$ cat src/include/ctl_port_defs.vh
// constants for the control port and lock alarm block
// assumes 8-bit registers addressed by an 8-bit pointer
`ifndef CTL_PORT_DEFS_VH
`define CTL_PORT_DEFS_VH

// configuration registers that need an internal calibration after a change
`define ADDR_BYPASS_KEEPALIVE 8'h00
`define ADDR_BANDWIDTH 8'h02
`define ADDR_HISTORY_DELAY 8'h04
`define ADDR_INPUT_FORMAT 8'h05
`define ADDR_HISTORY_AVERAGE 8'h09
`define ADDR_OUTPUT_DISABLES 8'h0A
`define ADDR_INPUT_POWER_DOWN 8'h0B
`define ADDR_VALIDATION_TIME 8'h13
`define ADDR_HS_DIVIDER 8'h19
`define ADDR_OUT1_LOW_DIVIDER 8'h1F
`define ADDR_OUT2_LOW_DIVIDER 8'h22
`define ADDR_FEEDBACK_DIVIDER 8'h28
`define ADDR_INPUT1_PRESCALER 8'h2B
`define ADDR_INPUT2_PRESCALER 8'h2E
`define CFG_RESET 8'h00

// block's own control, status and calibration registers
`define ADDR_ALARM_CTRL 8'h30
`define ADDR_STATUS 8'h31
`define ADDR_CALIBRATION 8'h32
`define ALARM_CTRL_RESET 2'h0
`define BIT_ALARM_ENABLE 0
`define BIT_ALARM_POLARITY 1
`define BIT_STATUS_UNLOCKED 0
`define BIT_STATUS_CAL_PENDING 1
`define BIT_CAL_START 0

// i2c target address upper bits
`define I2C_ADDR_UPPER 4'hD

// spi instruction codes
`define SPI_CMD_SET_ADDR 8'h00
`define SPI_CMD_WRITE 8'h40
`define SPI_CMD_READ 8'h80
`define SPI_CMD_READ_INC 8'hA0

// strap capture waits for the synchroniser to fill after reset release
`define STRAP_WAIT 2'h3

`endif

$ cat src/core/sync2.v
// two flip-flop synchroniser for a group of independent levels
// assumes each bit is a slow level or a clock far below ref_clk_i
`timescale 1ns/10ps
module sync2 #(
  parameter WIDTH = 9
) (
  input wire ref_clk_i,
  input wire rst_n_i,
  input wire [WIDTH-1:0] async_i,
  output wire [WIDTH-1:0] sync_o
);
  reg [WIDTH-1:0] meta_q;
  reg [WIDTH-1:0] sync_q;

  always @(posedge ref_clk_i or negedge rst_n_i) begin
    if (!rst_n_i) begin
      meta_q <= {WIDTH{1'b0}};
      sync_q <= {WIDTH{1'b0}};
    end else begin
      meta_q <= async_i;
      sync_q <= meta_q;
    end
  end

  assign sync_o = sync_q;
endmodule

$ cat src/core/ctl_port.v
// control port (i2c or spi target), register file and lock alarm pin
// assumes all pins are asynchronous and scl runs far below ref_clk_i
// Function
// with the alarm enabled the alarm pin is driven high while unlocked and low while locked
// with the alarm disabled the alarm pin is not driven
// a polarity bit inverts the active level of the alarm pin
// a read-only status bit always shows the lock state
// the input select pin chooses the first clock at 0 and the second at 1
// the board drives the input select pin to a definite level
// the serial clock pin is the port clock in both modes and comes from the host
// the shared data pin is open-drain i2c data with strap 0 and spi output with strap 1
// in i2c mode the target address is 1101 followed by the three address straps
// in spi mode the two lower address straps are ignored
// the upper address pin is address bit two in i2c and the select input in spi
// the serial input pin is ignored in i2c and is spi data in spi mode
// the protocol strap chooses i2c at 0 and spi at 1
// the host issues an internal calibration after changing the listed registers
// in spi mode the output is released while the select input is inactive
`timescale 1ns/10ps
`include "ctl_port_defs.vh"
module ctl_port (
  input wire ref_clk_i,
  input wire rst_n_i,
  input wire serial_clock_i,
  input wire shared_data_pin_i,
  output wire shared_data_pin_o,
  output wire shared_data_pin_oe_o,
  input wire address_strap_zero_i,
  input wire address_strap_one_i,
  input wire address_two_or_select_i,
  input wire spi_serial_input_i,
  input wire port_protocol_strap_i,
  input wire manual_input_select_i,
  input wire pll_locked_i,
  output wire lock_alarm_pin_o,
  output wire lock_alarm_pin_oe_o,
  output wire use_second_clock_input_o,
  output wire internal_calibration_o,
  output wire calibration_pending_o
);
  localparam [4:0] S_IDLE = 5'h01;
  localparam [4:0] S_RX = 5'h02;
  localparam [4:0] S_RACK = 5'h04;
  localparam [4:0] S_TX = 5'h08;
  localparam [4:0] S_TACK = 5'h10;

  wire [8:0] pins_s;
  sync2 #(.WIDTH(9)) u_sync (
    .ref_clk_i(ref_clk_i),
    .rst_n_i(rst_n_i),
    .async_i({pll_locked_i, manual_input_select_i, port_protocol_strap_i,
              spi_serial_input_i, address_two_or_select_i, address_strap_one_i,
              address_strap_zero_i, shared_data_pin_i, serial_clock_i}),
    .sync_o(pins_s)
  );
  wire scl_s = pins_s[0];
  wire sda_s = pins_s[1];
  wire addr0_s = pins_s[2];
  wire addr1_s = pins_s[3];
  wire addr2_sel_s = pins_s[4];
  wire spi_in_s = pins_s[5];
  wire strap_s = pins_s[6];
  wire sel_s = pins_s[7];
  wire locked_s = pins_s[8];

  reg scl_p_q;
  reg sda_p_q;
  reg [1:0] strap_cnt_q;
  reg strap_done_q;
  reg spi_q;
  reg [4:0] state_q;
  reg [3:0] bit_cnt_q;
  reg [1:0] byte_idx_q;
  reg rw_q;
  reg nack_q;
  reg [7:0] sh_q;
  reg [7:0] tx_q;
  reg [7:0] cmd_q;
  reg [7:0] ptr_q;
  reg sda_out_q;
  reg sda_oe_q;
  reg wr_en_q;
  reg [7:0] wr_addr_q;
  reg [7:0] wr_data_q;
  reg [7:0] regs_q [0:46];
  reg [1:0] alarm_ctrl_q;
  reg cal_pending_q;
  reg cal_pulse_q;
  reg alarm_q;
  reg alarm_oe_q;
  reg sel_q;
  reg [7:0] rd_data;
  integer i;

  wire scl_rise = scl_s & ~scl_p_q;
  wire scl_fall = ~scl_s & scl_p_q;
  wire i2c_start = scl_s & scl_p_q & sda_p_q & ~sda_s;
  wire i2c_stop = scl_s & scl_p_q & ~sda_p_q & sda_s;
  wire [6:0] dev_addr = {`I2C_ADDR_UPPER, addr2_sel_s, addr1_s, addr0_s};
  wire [7:0] spi_byte = {sh_q[6:0], spi_in_s};
  wire spi_is_read = (cmd_q == `SPI_CMD_READ) || (cmd_q == `SPI_CMD_READ_INC);
  wire spi_cmd_read = (spi_byte == `SPI_CMD_READ) || (spi_byte == `SPI_CMD_READ_INC);

  function is_cfg;
    input [7:0] a;
    begin
      if (a == `ADDR_BYPASS_KEEPALIVE) is_cfg = 1'b1;
      else if (a == `ADDR_BANDWIDTH) is_cfg = 1'b1;
      else if (a == `ADDR_HISTORY_DELAY) is_cfg = 1'b1;
      else if (a == `ADDR_INPUT_FORMAT) is_cfg = 1'b1;
      else if (a == `ADDR_HISTORY_AVERAGE) is_cfg = 1'b1;
      else if (a == `ADDR_OUTPUT_DISABLES) is_cfg = 1'b1;
      else if (a == `ADDR_INPUT_POWER_DOWN) is_cfg = 1'b1;
      else if (a == `ADDR_VALIDATION_TIME) is_cfg = 1'b1;
      else if (a == `ADDR_HS_DIVIDER) is_cfg = 1'b1;
      else if (a == `ADDR_OUT1_LOW_DIVIDER) is_cfg = 1'b1;
      else if (a == `ADDR_OUT2_LOW_DIVIDER) is_cfg = 1'b1;
      else if (a == `ADDR_FEEDBACK_DIVIDER) is_cfg = 1'b1;
      else if (a == `ADDR_INPUT1_PRESCALER) is_cfg = 1'b1;
      else if (a == `ADDR_INPUT2_PRESCALER) is_cfg = 1'b1;
      else is_cfg = 1'b0;
    end
  endfunction

  // read mux; unmapped pointers read as zero
  always @* begin
    rd_data = 8'h00;
    if (is_cfg(ptr_q)) begin
      rd_data = regs_q[ptr_q[5:0]];
    end else if (ptr_q == `ADDR_ALARM_CTRL) begin
      rd_data = {6'h00, alarm_ctrl_q};
    end else if (ptr_q == `ADDR_STATUS) begin
      rd_data = {6'h00, cal_pending_q, ~locked_s};
    end
  end

  // protocol strap is caught once, after the synchroniser has filled
  always @(posedge ref_clk_i or negedge rst_n_i) begin
    if (!rst_n_i) begin
      strap_cnt_q <= 2'h0;
      strap_done_q <= 1'b0;
      spi_q <= 1'b0;
    end else if (!strap_done_q) begin
      if (strap_cnt_q == `STRAP_WAIT) begin
        strap_done_q <= 1'b1;
        spi_q <= strap_s;
      end else begin
        strap_cnt_q <= strap_cnt_q + 2'h1;
      end
    end
  end

  // serial engine: one shift path shared by both protocols
  always @(posedge ref_clk_i or negedge rst_n_i) begin
    if (!rst_n_i) begin
      scl_p_q <= 1'b0;
      sda_p_q <= 1'b1;
      state_q <= S_IDLE;
      bit_cnt_q <= 4'h0;
      byte_idx_q <= 2'h0;
      rw_q <= 1'b0;
      nack_q <= 1'b0;
      sh_q <= 8'h00;
      tx_q <= 8'h00;
      cmd_q <= 8'h00;
      ptr_q <= 8'h00;
      sda_out_q <= 1'b0;
      sda_oe_q <= 1'b0;
      wr_en_q <= 1'b0;
      wr_addr_q <= 8'h00;
      wr_data_q <= 8'h00;
    end else begin
      scl_p_q <= scl_s;
      sda_p_q <= sda_s;
      wr_en_q <= 1'b0;
      if (!strap_done_q) begin
        sda_oe_q <= 1'b0;
      end else if (spi_q) begin
        // spi mode 0: sample on rise, shift out on fall; lower straps unused
        if (addr2_sel_s) begin
          sda_oe_q <= 1'b0;
          bit_cnt_q <= 4'h0;
          byte_idx_q <= 2'h0;
        end else begin
          sda_oe_q <= 1'b1;
          if (scl_rise) begin
            sh_q <= spi_byte;
            if (bit_cnt_q == 4'h7) begin
              bit_cnt_q <= 4'h0;
              byte_idx_q <= {1'b0, ~byte_idx_q[0]};
              if (byte_idx_q == 2'h0) begin
                cmd_q <= spi_byte;
                if (spi_cmd_read) begin
                  tx_q <= rd_data;
                end
                if (spi_byte == `SPI_CMD_READ_INC) begin
                  ptr_q <= ptr_q + 8'h01;
                end
              end else if (cmd_q == `SPI_CMD_SET_ADDR) begin
                ptr_q <= spi_byte;
              end else if (cmd_q == `SPI_CMD_WRITE) begin
                wr_en_q <= 1'b1;
                wr_addr_q <= ptr_q;
                wr_data_q <= spi_byte;
              end
            end else begin
              bit_cnt_q <= bit_cnt_q + 4'h1;
            end
          end else if (scl_fall) begin
            sda_out_q <= spi_is_read & tx_q[7];
            tx_q <= {tx_q[6:0], 1'b0};
          end
        end
      end else begin
        // i2c: open drain, the pin is only ever pulled low
        sda_out_q <= 1'b0;
        if (i2c_start) begin
          state_q <= S_RX;
          bit_cnt_q <= 4'h0;
          byte_idx_q <= 2'h0;
          sda_oe_q <= 1'b0;
        end else if (i2c_stop) begin
          state_q <= S_IDLE;
          sda_oe_q <= 1'b0;
        end else begin
          case (state_q)
            S_RX: begin
              if (scl_rise && bit_cnt_q != 4'h8) begin
                sh_q <= {sh_q[6:0], sda_s};
                bit_cnt_q <= bit_cnt_q + 4'h1;
              end else if (scl_fall && bit_cnt_q == 4'h8) begin
                if (byte_idx_q == 2'h0) begin
                  if (sh_q[7:1] == dev_addr) begin
                    rw_q <= sh_q[0];
                    sda_oe_q <= 1'b1;
                    state_q <= S_RACK;
                  end else begin
                    state_q <= S_IDLE;
                  end
                end else begin
                  sda_oe_q <= 1'b1;
                  state_q <= S_RACK;
                  if (byte_idx_q == 2'h1) begin
                    ptr_q <= sh_q;
                  end else begin
                    wr_en_q <= 1'b1;
                    wr_addr_q <= ptr_q;
                    wr_data_q <= sh_q;
                    ptr_q <= ptr_q + 8'h01;
                  end
                end
              end
            end
            S_RACK: begin
              if (scl_fall) begin
                bit_cnt_q <= 4'h0;
                if (rw_q) begin
                  tx_q <= rd_data;
                  sda_oe_q <= ~rd_data[7];
                  ptr_q <= ptr_q + 8'h01;
                  state_q <= S_TX;
                end else begin
                  sda_oe_q <= 1'b0;
                  state_q <= S_RX;
                  if (byte_idx_q != 2'h2) begin
                    byte_idx_q <= byte_idx_q + 2'h1;
                  end
                end
              end
            end
            S_TX: begin
              if (scl_fall) begin
                if (bit_cnt_q == 4'h7) begin
                  sda_oe_q <= 1'b0;
                  state_q <= S_TACK;
                end else begin
                  sda_oe_q <= ~tx_q[6];
                  tx_q <= {tx_q[6:0], 1'b0};
                  bit_cnt_q <= bit_cnt_q + 4'h1;
                end
              end
            end
            S_TACK: begin
              if (scl_rise) begin
                nack_q <= sda_s;
              end else if (scl_fall) begin
                if (nack_q) begin
                  state_q <= S_IDLE;
                end else begin
                  tx_q <= rd_data;
                  sda_oe_q <= ~rd_data[7];
                  ptr_q <= ptr_q + 8'h01;
                  bit_cnt_q <= 4'h0;
                  state_q <= S_TX;
                end
              end
            end
            default: begin
              sda_oe_q <= 1'b0;
            end
          endcase
        end
      end
    end
  end

  // register file, calibration request and pin outputs
  always @(posedge ref_clk_i or negedge rst_n_i) begin
    if (!rst_n_i) begin
      for (i = 0; i < 47; i = i + 1) begin
        regs_q[i] <= `CFG_RESET;
      end
      alarm_ctrl_q <= `ALARM_CTRL_RESET;
      cal_pending_q <= 1'b0;
      cal_pulse_q <= 1'b0;
      alarm_q <= 1'b0;
      alarm_oe_q <= 1'b0;
      sel_q <= 1'b0;
    end else begin
      cal_pulse_q <= 1'b0;
      if (wr_en_q && is_cfg(wr_addr_q)) begin
        regs_q[wr_addr_q[5:0]] <= wr_data_q;
      end
      if (wr_en_q && wr_addr_q == `ADDR_ALARM_CTRL) begin
        alarm_ctrl_q <= wr_data_q[1:0];
      end
      // a change that lands with the calibration write stays pending
      if (wr_en_q && is_cfg(wr_addr_q)) begin
        cal_pending_q <= 1'b1;
      end else if (wr_en_q && wr_addr_q == `ADDR_CALIBRATION &&
                   wr_data_q[`BIT_CAL_START]) begin
        cal_pending_q <= 1'b0;
      end
      if (wr_en_q && wr_addr_q == `ADDR_CALIBRATION && wr_data_q[`BIT_CAL_START]) begin
        cal_pulse_q <= 1'b1;
      end
      alarm_q <= ~locked_s ^ alarm_ctrl_q[`BIT_ALARM_POLARITY];
      alarm_oe_q <= alarm_ctrl_q[`BIT_ALARM_ENABLE];
      sel_q <= sel_s;
    end
  end

  assign shared_data_pin_o = sda_out_q;
  assign shared_data_pin_oe_o = sda_oe_q;
  assign lock_alarm_pin_o = alarm_q;
  assign lock_alarm_pin_oe_o = alarm_oe_q;
  assign use_second_clock_input_o = sel_q;
  assign internal_calibration_o = cal_pulse_q;
  assign calibration_pending_o = cal_pending_q;
endmodule

$ cat config.mk
export PLATFORM = sky130hd
export DESIGN_NAME = ctl_port
export DESIGN_NICKNAME = d
export VERILOG_FILES = /design/src/core/sync2.v /design/src/core/ctl_port.v
export VERILOG_INCLUDE_DIRS = /design/src /design/src/include
export SDC_FILE = /design/constraint.sdc
export NUM_CORES = 1
export LEC_CHECK = 0
export BUFFER_PORTS_ARGS = -buffer_cell sky130_fd_sc_hd__buf_4
export CAP_MARGIN = 20
export CORE_ASPECT_RATIO = 2
export CORE_UTILIZATION = 45
export CTS_CLUSTER_SIZE = 30
export DETAILED_ROUTE_END_ITERATION = 8
export PLACE_DENSITY_LB_ADDON = 0.2
export SLEW_MARGIN = 25
export SYNTH_ARGS = -nofsm -noshare
export SYNTH_HDL_FRONTEND = slang
export SYNTH_SLANG_ARGS = --single-unit
export TNS_END_PERCENT = 10
$ cat constraint.sdc
create_clock -name ref_clk_i -period 4.4 [get_ports ref_clk_i]
set_input_delay 0 -clock ref_clk_i [delete_from_list [all_inputs] [get_ports ref_clk_i]]
set_output_delay 0 -clock ref_clk_i [all_outputs]
set_load 0.005 [all_outputs]
==> results.py <==
metrics = {
    "status": {
        "run_status": "complete, no violations",
    },
    "synth": {
        "number_of_synthesized_register_bits": 471,
        "syn_area_um2": 20200,
        "synthesis.yosys.warnings": 0,
        "ys_seq_area_share_pct": 58.3,
        "yosys.cell_types.count": 83,
        "ys_dominant_reg_cell": "sky130_fd_sc_hd__dfrtp_1",
        "synth_area_per_cell_um2": 12.4,
        "number_of_enable_type_register_cells_in_the_synthesized_netlist": 0,
        "share_of_flip_flops_with_an_asynchronous_set_or_reset_pct": 100,
        "postSynthNetCount": 1656,
        "post_synth_inst_count": 1635,
    },
    "floorplanning": {
        "die_x_um": 152,
        "fp-row-count": 109,
        "floorplan.die_area_um2": 45800,
        "pin_count": 18,
        "initial_utilization_pct": 45.7,
        "die_height_um": 302,
        "floorplan.core_area_um2": 44200,
    },
    "detailed_routing": {
        "detail_route.first_pass.iterations": 5,
        "route.detailed.wl_per_inst_um": 24.9,
        "detail-route-antenna-nets": 0,
        "drt_first_iter_violations": 675,
        "vias": 11200,
        "avgViaCountPerCell": 5.69,
        "route.detailed.drc": 0,
        "postRouteWirelength_um": 49200,
    },
    "grt": {
        "grtUsageTotal_pct": 22.2,
        "grt_antenna_before_repair": 0,
        "grtUsageMet1_pct": 25.2,
        "global_route_wire_length_before_repair_um": 76800,
        "global_route.usage.met2_pct": 40.4,
        "grt_remaining_overflow": 0,
        "grt_pass1_vias": 12400,
        "met3_usage_pct": 2.11,
        "maximum_number_of_pins_on_one_net_before_global_route_repair": 111,
        "busiest_layer": "met2",
    },
    "critical_path": {
        "crit_path_start_kind": "flip-flop",
        "critPathMaxFanout": 13,
        "end_kind": "flip-flop",
        "worst_ep_required_time_ns": 4.83,
        "cp_data_arrival_time_ns": 3.48,
        "timing.setup.critical_path_class": "flip-flop to flip-flop",
        "worstRegToRegCells": 6,
    },
    "cells_and_area": {
        "number_of_filler_instances_in_the_final_layout": 3856,
        "area_delta_synth_final_pct": 5.80,
        "seq_area_um2": 11800,
        "final_net_count": 1412,
        "highest_count_cells_in_the_layout_ignoring_fill_and_taps": "sky130_fd_sc_hd__dfrtp_1, sky130_fd_sc_hd__mux2_2, sky130_fd_sc_hd__mux2i_1",
        "antennaDiodeCount": 0,
        "leading_cell_type_in_the_layout_fill_and_taps_excluded": "sky130_fd_sc_hd__dfrtp_1",
        "multiInputGateArea_um2": 6950,
        "proportion_of_layout_cells_with_a_drive_suffix_above_1_pct": 23.8,
    },
    "min_path": {
        "worst_hold_path_type": "input pin to async pin",
    },
    "pwr": {
        "internal_power_mw": 7.61,
        "power_per_cell_area_nw_per_um2": 531,
        "total_switching_power_mw": 3.74,
        "cellLeakagePower_nw": 9.89,
        "combPwrFrac_pct": 24.0,
        "power.ir.vdd_worst_uv": 363,
        "seqPwrFrac_pct": 42.8,
        "clkPwrFrac_pct": 33.1,
        "power_switching_share_pct": 32.9,
    },
    "timing": {
        "hold_viol": 0,
        "drv_slew": 0,
        "slew-limit-headroom_pct": 30.6,
        "tightestPinTransition_ns": 1.04,
        "finalWorstPathRequiredPeriod_ns": 3.06,
        "timing.setup.tns_ns": 0,
        "final.hold.worst_slack_ns": 0.0742,
        "unrepaired_setup_endpoints_after_global_routing": "false",
        "clock_skew_ns": 0.0227,
        "min_period_over_period_pct": 69.5,
        "clock.fmax_ghz": 0.327,
        "setup_violation_total_in_the_final_timing_report": 0,
        "setup_slack_ns": 1.34,
    },
    "clock_tree": {
        "cts_buffer_depth": 3,
        "clkSlewWorstSetupHoldPaths_ns": 0.07,
        "cts_tree": "yes",
        "cts-root-buf": "sky130_fd_sc_hd__clkbuf_16",
        "cts.sink_count": 471,
        "tritoncts_buffers": 43,
        "insertion_delay_ns": 0.56,
        "htreeDepth": 2,
    },
    "flow_run": {
        "maxCapViolations": 0,
    },
    "place": {
        "dpl_worst_slack_ns": 1.33,
        "detailedPlacementHpwl_um": 34100,
        "portBuffers": 17,
        "gp_routability_congestion": 0.910,
    },
}
[worst max-delay path, stage by stage, from the launching register on]
cell                        delay, ns
sky130_fd_sc_hd__dfrtp_1         0.55
sky130_fd_sc_hd__nor2b_1         0.23
sky130_fd_sc_hd__a2111oi_0       0.43
sky130_fd_sc_hd__o221a_2         0.33
sky130_fd_sc_hd__o21a_1          0.21
sky130_fd_sc_hd__nand3_1         0.65
sky130_fd_sc_hd__mux2_2          0.53
[path summary, 6_finish.rpt]
| check | start | end | slack, ns |
|---|---|---|---|
| worst min-delay path | rst_n_i | regs_q[241] | 0.07 |
| min in group ref_clk_i | address_strap_one_i | u_sync.meta_q[3] | 0.09 |
| worst max register to register | wr_addr_q[3] | regs_q[337] | 1.34 |
| worst max-delay path | wr_addr_q[3] | regs_q[337] | 1.34 |
| max in group asynchronous | rst_n_i | regs_q[350] | 3.06 |
| worst min register to register | u_sync.meta_q[1] | u_sync.sync_o[1] | 0.35 |
[Yosys cell counts (6+ instances only)]
library cell / instances / share of area [%]
sky130_fd_sc_hd__nor2_1: 41 / 0.76
sky130_fd_sc_hd__o22ai_1: 6 / 0.19
sky130_fd_sc_hd__buf_1: 8 / 0.15
sky130_fd_sc_hd__nor3_1: 12 / 0.30
sky130_fd_sc_hd__inv_1: 24 / 0.45
sky130_fd_sc_hd__dfrtp_1: 469 / 58
sky130_fd_sc_hd__mux4_2: 45 / 5.0
sky130_fd_sc_hd__mux2_2: 156 / 8.7
sky130_fd_sc_hd__nor4_1: 7 / 0.22
sky130_fd_sc_hd__buf_2: 7 / 0.17
sky130_fd_sc_hd__nand3_1: 32 / 0.79
sky130_fd_sc_hd__clkbuf_1: 309 / 5.7
sky130_fd_sc_hd__ha_1: 10 / 0.62
sky130_fd_sc_hd__o211ai_1: 8 / 0.30
sky130_fd_sc_hd__nand4_1: 13 / 0.40
sky130_fd_sc_hd__a22oi_1: 33 / 1.2
sky130_fd_sc_hd__xnor2_1: 8 / 0.35
sky130_fd_sc_hd__o21ai_0: 47 / 1.2
sky130_fd_sc_hd__a31oi_1: 12 / 0.37
sky130_fd_sc_hd__mux2i_1: 109 / 5.4
sky130_fd_sc_hd__o221ai_1: 10 / 0.43
sky130_fd_sc_hd__a21oi_1: 36 / 0.89
sky130_fd_sc_hd__nand2_1: 69 / 1.3
sky130_fd_sc_hd__nor2b_1: 20 / 0.62
sky130_fd_sc_hd__buf_6: 9 / 0.50
sky130_fd_sc_hd__a211oi_1: 10 / 0.37
sky130_fd_sc_hd__buf_4: 6 / 0.22
sky130_fd_sc_hd__a21o_1: 7 / 0.26
sky130_fd_sc_hd__nand2b_1: 9 / 0.28
[power by group through the flow]
| stage | clock [mW] | sequential (mW) | combinational (mW) |
|---|---|---|---|
| global route | 4.03 | 4.89 | 2.93 |
| floorplan | 0 | 4.65 | 2.03 |
| CTS | 3.87 | 4.86 | 2.75 |
| global placement | 0 | 4.94 | 2.72 |
| finish | 3.76 | 4.86 | 2.73 |
| detailed placement | 0 | 4.94 | 2.73 |
[layout make-up]
class,count,share of cell area [%]
Timing Repair Buffer,53,2.19
Tap cell,555,3.25
Clock inverter,11,0.632
Clock buffer,61,5.87
Multi-Input combinational cell,798,32.5
Sequential cell,471,55.2
Inverter,24,0.421
[cell families (layout without fill, tap and decap cells)]
family                     Yosys count  in the layout  share of synthesized area, %
adders and majority gates           10             10                         0.619
xor gates and xnor gates            13             13                         0.563
buffers and inverters              366            149                          7.36
AOI/OAI and AO/OA                  217            217                          7.40
and+or+nand+nor                    248            248                          6.62
DFF                                471            471                          58.3
muxes                              310            310                          19.1
[metal layers]
metal / wire, µm / share of wire [%]
met1: 18600 / 38
met2: 26400 / 54
met3: 1300 / 2.6
met4: 2960 / 6.0
met5: 0 / 0
[what timing repair did]
| action | 4_1_cts | 5_1_grt |
|---|---|---|
| setup buffers | 0 | 0 |
| setup endpoints to repair | 0 | 0 |
| hold endpoints to repair | 112 | 0 |
| resized for setup | 0 | 0 |
| hold buffers | 10 | 0 |
[metrics by stage]
stage                     util (%)  total power [mW]  instance area [µm²]  cells
after detailed placement      45.0              7.68                19900   1891
after CTS                     48.4              11.5                21400   1973
final                         48.4              11.4                21400   1973
after global placement        45.0              7.66                19900   1889
after global routing          48.4              11.9                21400   1973
after floorplan                  -              6.68                20200   1635
[registers in the layout (all words and copies together) (netlist names), 2 cells and up]
register / cells
byte_idx_q: 2
u_sync.sync_o: 9
regs_q: 376
strap_cnt_q: 2
sh_q: 8
state_q: 5
tx_q: 8
bit_cnt_q: 4
u_sync.meta_q: 9
alarm_ctrl_q: 2
ptr_q: 8
wr_addr_q: 8
cmd_q: 8
wr_data_q: 8
Power figures use the tool's default switching activity.
